<file path="config.mk">
export PLATFORM = sky130hd
export DESIGN_NAME = peripheral_interrupt_flags
export DESIGN_NICKNAME = d
export VERILOG_FILES = /design/src/rtl/pif_pkg.sv /design/src/rtl/peripheral_interrupt_flags.sv
export VERILOG_INCLUDE_DIRS = /design/src /design/src/rtl
export SDC_FILE = /design/constraint.sdc
export NUM_CORES = 1
export LEC_CHECK = 0
export ABC_AREA = 1
export BUFFER_PORTS_ARGS = -buffer_cell sky130_fd_sc_hd__buf_2
export CORE_ASPECT_RATIO = 0.6
export CORE_UTILIZATION = 48
export DETAILED_ROUTE_END_ITERATION = 16
export PLACE_DENSITY = 0.93
export SLEW_MARGIN = 20
export SYNTH_ARGS = -nofsm -noshare
export SYNTH_HDL_FRONTEND = slang
export SYNTH_SLANG_ARGS = --single-unit
</file>
<file path="constraint.sdc">
create_clock -name sys_clk -period 1.9 [get_ports sys_clk]
set_clock_uncertainty 0.05 [all_clocks]
set_input_delay 0.38 -clock sys_clk [delete_from_list [all_inputs] [get_ports sys_clk]]
set_output_delay 0.38 -clock sys_clk [all_outputs]
set_load 0.01 [all_outputs]
</file>
<file path="src/rtl/pif_cfg.svh">
`ifndef PIF_CFG_SVH
`define PIF_CFG_SVH

// ****************************************
// Register offsets
// ****************************************
`define PIF_OFS_FLAG1 8'h0c
`define PIF_OFS_FLAG2 8'h0d
`define PIF_OFS_EN1 8'h8c
`define PIF_OFS_EN2 8'h8d

// ****************************************
// Field positions
// ****************************************
`define PIF_BIT_SERIAL 3
`define PIF_BIT_CC1 2
`define PIF_BIT_PMATCH 1
`define PIF_BIT_T1OVF 0
`define PIF_BIT_CC2 0

// ****************************************
// Widths and reset values
// ****************************************
`define PIF_ADDR_W 8
`define PIF_DATA_W 8
`define PIF_F1_W 4
`define PIF_RST_FLAGS1 4'h0
`define PIF_RST_EN1 4'h0
`define PIF_RST_BIT 1'b0
`define PIF_RST_DATA 8'h00

`endif

</file>
<file path="src/rtl/pif_pkg.sv">
package pif_pkg;

  // ****************************************
  // Modes of a capture/compare unit
  // ****************************************
  typedef enum logic [1:0] {
    CC_OFF,
    CC_CAPTURE,
    CC_COMPARE,
    CC_PWM
  } capcomp_mode_e;

  // Register port request from the core
  typedef struct packed {
    logic [7:0] addr;
    logic [7:0] wdata;
    logic wr;
    logic rd;
  } reg_req_s;

  // Serial module levels and one-cycle event strobes
  typedef struct packed {
    logic i2c_master;     // Level: module runs as bus master
    logic multi_master;   // Level: multi-master system
    logic module_idle;    // Level: serial module idle
    logic xfer_done;      // Transfer finished
    logic seq_done;       // Start/stop/restart/ack sequence done
    logic bus_start;      // Start seen on the bus
    logic bus_stop;       // Stop seen on the bus
  } serial_ev_s;

  // One capture/compare unit
  typedef struct packed {
    capcomp_mode_e mode;
    logic capture;        // Timer-one value captured
    logic match;          // Timer-one compare match
  } capcomp_ev_s;

  // All block state
  typedef struct packed {
    logic [3:0] flags1;
    logic flag2;
    logic [3:0] en1;
    logic en2;
    logic [7:0] rdata;
    logic irq;
  } pif_state_s;

endpackage

</file>
<file path="src/rtl/peripheral_interrupt_flags.sv">
`timescale 1ns/100ps
`include "pif_cfg.svh"

// How it works
// - Master transfer or sequence done sets serial flag
// - Bus start/stop while idle in a multi-master system sets serial flag
// - Serial flag at bit 3, zero after reset
// - Unit one capture/compare sets bit 2
// - Unit two capture sets sticky flag
// - Unit two compare sets sticky; PWM none
// - Timer-two period match sets bit 1
// - Timer-one overflow sets bit 0, cleared by 0
// - Second enable bit 0, read/write, reset 0
// - Second registers bits 7..1 read zero
// - Flags set regardless of any enable
// - Second flag register bit 0 at 0Dh
// - Enables gate interrupt, not flag recording

module peripheral_interrupt_flags
  import pif_pkg::*;
(
  // Clock and reset
  input wire logic sys_clk,
  input wire logic rst_b,
  // Register port
  input wire reg_req_s reg_req,
  output logic [7:0] rd_data,
  // Global enable from the interrupt control logic
  input wire logic global_interrupt_enable,
  // Peripheral events, same clock
  input wire serial_ev_s serial_ev,
  input wire capcomp_ev_s capcomp_one,
  input wire capcomp_ev_s capcomp_two,
  input wire logic timer_two_tick,
  input wire logic [7:0] timer_two_count,
  input wire logic [7:0] timer_two_period,
  input wire logic timer_one_overflow,
  // Interrupt request to the core
  output logic periph_irq
);

  // ****************************************
  // Event decode
  // ****************************************

  // Set strobes per flag bit of the first register
  logic [3:0] set1;
  // Set strobe of the second flag
  logic set2;
  // Serial module event terms
  logic serial_master_ev;
  logic serial_bus_ev;
  // Capture/compare event terms
  logic cc1_ev;
  logic period_hit;

  // Event classification, independent of any enable
  always_comb
  begin
    // Only sequences the module started as master count here
    serial_master_ev = serial_ev.i2c_master
      & (serial_ev.xfer_done | serial_ev.seq_done);
    // Bus conditions only count while idle in a multi-master system
    serial_bus_ev = serial_ev.multi_master & serial_ev.module_idle
      & (serial_ev.bus_start | serial_ev.bus_stop);
    // PWM and off modes never raise the unit flag
    cc1_ev = ((capcomp_one.mode == CC_CAPTURE) & capcomp_one.capture)
      | ((capcomp_one.mode == CC_COMPARE) & capcomp_one.match);
    // Gated by the tick so a held equal count sets the flag once
    period_hit = timer_two_tick & (timer_two_count == timer_two_period);
    set1 = '0;
    set1[`PIF_BIT_SERIAL] = serial_master_ev | serial_bus_ev;
    set1[`PIF_BIT_CC1] = cc1_ev;
    set1[`PIF_BIT_PMATCH] = period_hit;
    set1[`PIF_BIT_T1OVF] = timer_one_overflow;
    // Capture in capture mode, match in compare mode
    case (capcomp_two.mode)
      CC_CAPTURE: set2 = capcomp_two.capture;
      CC_COMPARE: set2 = capcomp_two.match;
      CC_PWM: set2 = 1'b0;
      default: set2 = 1'b0;
    endcase
  end

  // ****************************************
  // Register decode
  // ****************************************

  // Write selects
  logic wr_f1;
  logic wr_f2;
  logic wr_e1;
  logic wr_e2;

  // Address decode for writes
  always_comb
  begin
    wr_f1 = reg_req.wr & (reg_req.addr == `PIF_OFS_FLAG1);
    wr_f2 = reg_req.wr & (reg_req.addr == `PIF_OFS_FLAG2);
    wr_e1 = reg_req.wr & (reg_req.addr == `PIF_OFS_EN1);
    wr_e2 = reg_req.wr & (reg_req.addr == `PIF_OFS_EN2);
  end

  // ****************************************
  // State update
  // ****************************************

  // Registered state and its next value
  pif_state_s state_ff;
  pif_state_s nxt_state;

  // Flags, enables, read data and request
  always_comb
  begin
    nxt_state = state_ff;
    // Flags: a write stores, a hardware set always wins
    if (wr_f1)
    begin
      nxt_state.flags1 = reg_req.wdata[3:0];
    end
    nxt_state.flags1 = nxt_state.flags1 | set1;
    if (wr_f2)
    begin
      nxt_state.flag2 = reg_req.wdata[`PIF_BIT_CC2];
    end
    nxt_state.flag2 = nxt_state.flag2 | set2;
    // Enables are plain read/write bits
    if (wr_e1)
    begin
      nxt_state.en1 = reg_req.wdata[3:0];
    end
    if (wr_e2)
    begin
      nxt_state.en2 = reg_req.wdata[0];
    end
    // Read data stands only in the cycle after the strobe
    nxt_state.rdata = `PIF_RST_DATA;
    if (reg_req.rd)
    begin
      case (reg_req.addr)
        // Upper bits of the first register are outside this block
        `PIF_OFS_FLAG1: nxt_state.rdata = {4'h0, state_ff.flags1};
        `PIF_OFS_FLAG2: nxt_state.rdata = {7'h00, state_ff.flag2};
        `PIF_OFS_EN1: nxt_state.rdata = {4'h0, state_ff.en1};
        `PIF_OFS_EN2: nxt_state.rdata = {7'h00, state_ff.en2};
        // Unmapped addresses read zero
        default: nxt_state.rdata = `PIF_RST_DATA;
      endcase
    end
    // Request built from next values so it tracks the flags
    nxt_state.irq = global_interrupt_enable
      & (|(nxt_state.flags1 & nxt_state.en1)
      | (nxt_state.flag2 & nxt_state.en2));
  end

  // State register
  always_ff @(posedge sys_clk or negedge rst_b)
  begin
    if (!rst_b)
    begin
      state_ff.flags1 <= `PIF_RST_FLAGS1;
      state_ff.flag2 <= `PIF_RST_BIT;
      state_ff.en1 <= `PIF_RST_EN1;
      state_ff.en2 <= `PIF_RST_BIT;
      state_ff.rdata <= `PIF_RST_DATA;
      state_ff.irq <= `PIF_RST_BIT;
    end
    else
    begin
      state_ff <= nxt_state;
    end
  end

  // Outputs come straight from the state register
  assign rd_data = state_ff.rdata;
  assign periph_irq = state_ff.irq;
endmodule // peripheral_interrupt_flags

</file>
==> flow_summary.json <==
{
  "via_count": 1179,
  "clockRootBuffer": "clkbuf_8",
  "ys_warn_count": 0,
  "cp-start-kind": "input port",
  "avgSynthCellArea_um2": 7.03,
  "hp-class": "in -> reg",
  "irDropWorstVdd_v": 0.000199,
  "cts_sinks": 15,
  "cts_buffers": 3,
  "drtIter0Drc": 66,
  "multiInputGateArea_um2": 623,
  "clockBufferDepth": 2,
  "layout-drive-gt1-share_pct": 36.1,
  "holdWs_ns": 0.280,
  "critPathMaxFanout": 5,
  "core_mm2": 0.00223,
  "fmax_mhz": 735,
  "finalHoldViolations": 0,
  "cts_resized": 0,
  "cts_hold_buf": 1,
  "arrival_ns": 1.46,
  "finalCritPeriodShare_pct": 71.6,
  "grt_pass1_wl_um": 4280,
  "post_drt_wl_per_cell_um": 10.1,
  "tns_ns": 0,
  "grt_pass1_vias": 997,
  "ys_seq_area_share_pct": 32.2,
  "hpwl_um": 2140,
  "run_status": "completed",
  "io_pins": 63,
  "grt_use_total_pct": 23.5,
  "synth_top_area_share_pct": 32.2,
  "drv_cap": 0,
  "rows": 13,
  "dieArea_mm2": 0.00264,
  "antenna_found_initial": 0,
  "worst_ep_required_time_ns": 2.00,
  "grt-ovfl-total": 0,
  "cts_tree": "yes",
  "cts_setup_buffers": 0,
  "yosysMostFrequentCell": "nand2_1",
  "critPathCaptureType": "flip-flop",
  "drt_wl_total_um": 2520,
  "drt-vias-per-instance": 4.73,
  "static-leakage-power_nw": 0.876,
  "cts_max_level": 1,
  "synth_commonest_cells": "nand2_1 (55), inv_1 (26), dfrtp_1 (15)",
  "fin_crit_ns": 1.36,
  "synthArstFlopShare_pct": 100,
  "die_h_um": 40.2,
  "netlist_instances": 166,
  "drt_first_pass_iters": 4,
  "setup_violations": 0,
  "crit_type": "in -> reg",
  "clk_latency_ns": 0.25,
  "die_w_um": 65.7,
  "ant_nets": 0,
  "nets": 276,
  "seqCellArea_um2": 375,
  "synth.largest_area_cell": "dfrtp_1",
  "rsz0062_at_grt": "false",
  "ys_types": 28,
  "initial_core_util_pct": 52.4,
  "syn_area_mm2": 0.00117,
  "gp_congestion": 0.847,
  "netlist_top_cells_area": "dfrtp_1 (32%), nand2_1 (18%), inv_1 (8.4%)",
  "area_delta_synth_final_pct": 25.9,
  "port_buffers": 54,
  "synth_edf_count": 0,
  "route.detailed.drc": 0,
  "synth-seq-cells": 15,
  "diodes": 0,
  "slew_viol_final": 0,
  "fillers": 186,
  "fin_util_pct": 66.0,
  "path_clk_slew_ns": 0.06,
  "ys.flop_type": "dfrtp_1",
  "grt_start_max_net_pins": 16,
  "power_density_mw_per_mm2": 513
}
path summary, 6_finish.rpt:
check / slack, ns / end / cells after the start / start
worst max-delay path: 0.54 / periph_irq / 11 / reg_req[15]
worst min-delay path: 0.28 / periph_irq / 3 / global_interrupt_enable
worst min register to register: 0.47 / state_ff[17] / 2 / state_ff[17]
min in group asynchronous: 0.51 / rd_data[0] / 2 / rst_b
max in group asynchronous: 1.04 / periph_irq / 2 / rst_b
worst max register to register: 0.88 / periph_irq / 6 / state_ff[18]
where the power goes:
| part | leakage (nW) | switching [W] | total [W] | internal, W |
|---|---|---|---|---|
| clock | 0.0228 | 0.000116 | 0.000265 | 0.000149 |
| combinational | 0.671 | 0.0000866 | 0.000156 | 0.0000690 |
| sequential | 0.183 | 0.00000487 | 0.000334 | 0.000329 |
kinds of logic after synthesis:
group / after synthesis / share of synthesized area, %
compound gates: 13 / 7.07
xor+xnor: 2 / 1.50
fa+ha+maj: 2 / 2.14
flops: 15 / 32.2
simple gates: 95 / 41.4
buf+inv: 38 / 15.4
other cells: 1 / 0.321
cell type report:
| cell class | instances | share of cell area [%] |
|---|---|---|
| repair buffers | 55 | 19.1 |
| flip-flops and latches | 15 | 25.5 |
| multi-input cells | 116 | 42.4 |
| clock buffers | 4 | 3.06 |
| inverters | 29 | 7.40 |
| well taps | 30 | 2.55 |
layout by cell type (no fill, tap or decap):
master / n
nand3_1: 11
nand2_4: 2
nor2_8: 1
o21ai_1: 1
nand4_1: 2
nor2_4: 4
inv_1: 26
o21a_1: 1
nor2_1: 8
a41oi_1: 1
nand3b_1: 1
ha_1: 2
clkbuf_8: 3
o221ai_1: 1
a31oi_1: 1
nand2_1: 55
conb_1: 4
o21ai_0: 2
o21ai_2: 1
a21boi_0: 1
nand3_2: 4
dfrtp_1: 15
clkbuf_1: 1
buf_2: 54
a21oi_1: 4
inv_2: 3
xor2_1: 2
nor2_2: 3
dlygate4sd3_1: 1
nand2_2: 4
state kept, by name (all words and copies together), names as in the netlist:
| name | count |
|---|---|
| periph_irq | 1 |
| rd_data | 4 |
| state_ff | 10 |
stage by stage:
step           cells  worst slack, ns  power, W  area, µm²
5_1_grt          249            0.381  0.000793       1470
3_5_place_dp     244            0.265  0.000494       1420
4_1_cts          249            0.534  0.000757       1470
2_1_floorplan    169            0.562  0.000423       1180
3_3_place_gp     244            0.326  0.000488       1420
6_report         249            0.539  0.000754       1470
layer usage:
| layer | vias up | routed length, µm | GRT usage (%) |
|---|---|---|---|
| met5 | - | 0 | 0 |
| met4 | 0 | 87 | 15.2 |
| met3 | 10 | 269 | 7.67 |
| met2 | 64 | 1110 | 38.8 |
| met1 | 500 | 1060 | 27.2 |
| li1 | 605 | - | - |
critical path: stages:
cell,delay (ns)
buf_2,0.12
nor2_4,0.13
nand3_2,0.12
nor2_8,0.14
nand2_4,0.08
nand2_1,0.09
nand2_2,0.07
nand2_1,0.09
nand3_1,0.09
nor2_1,0.10
nor2_1,0.04
Power figures use the tool's default switching activity.
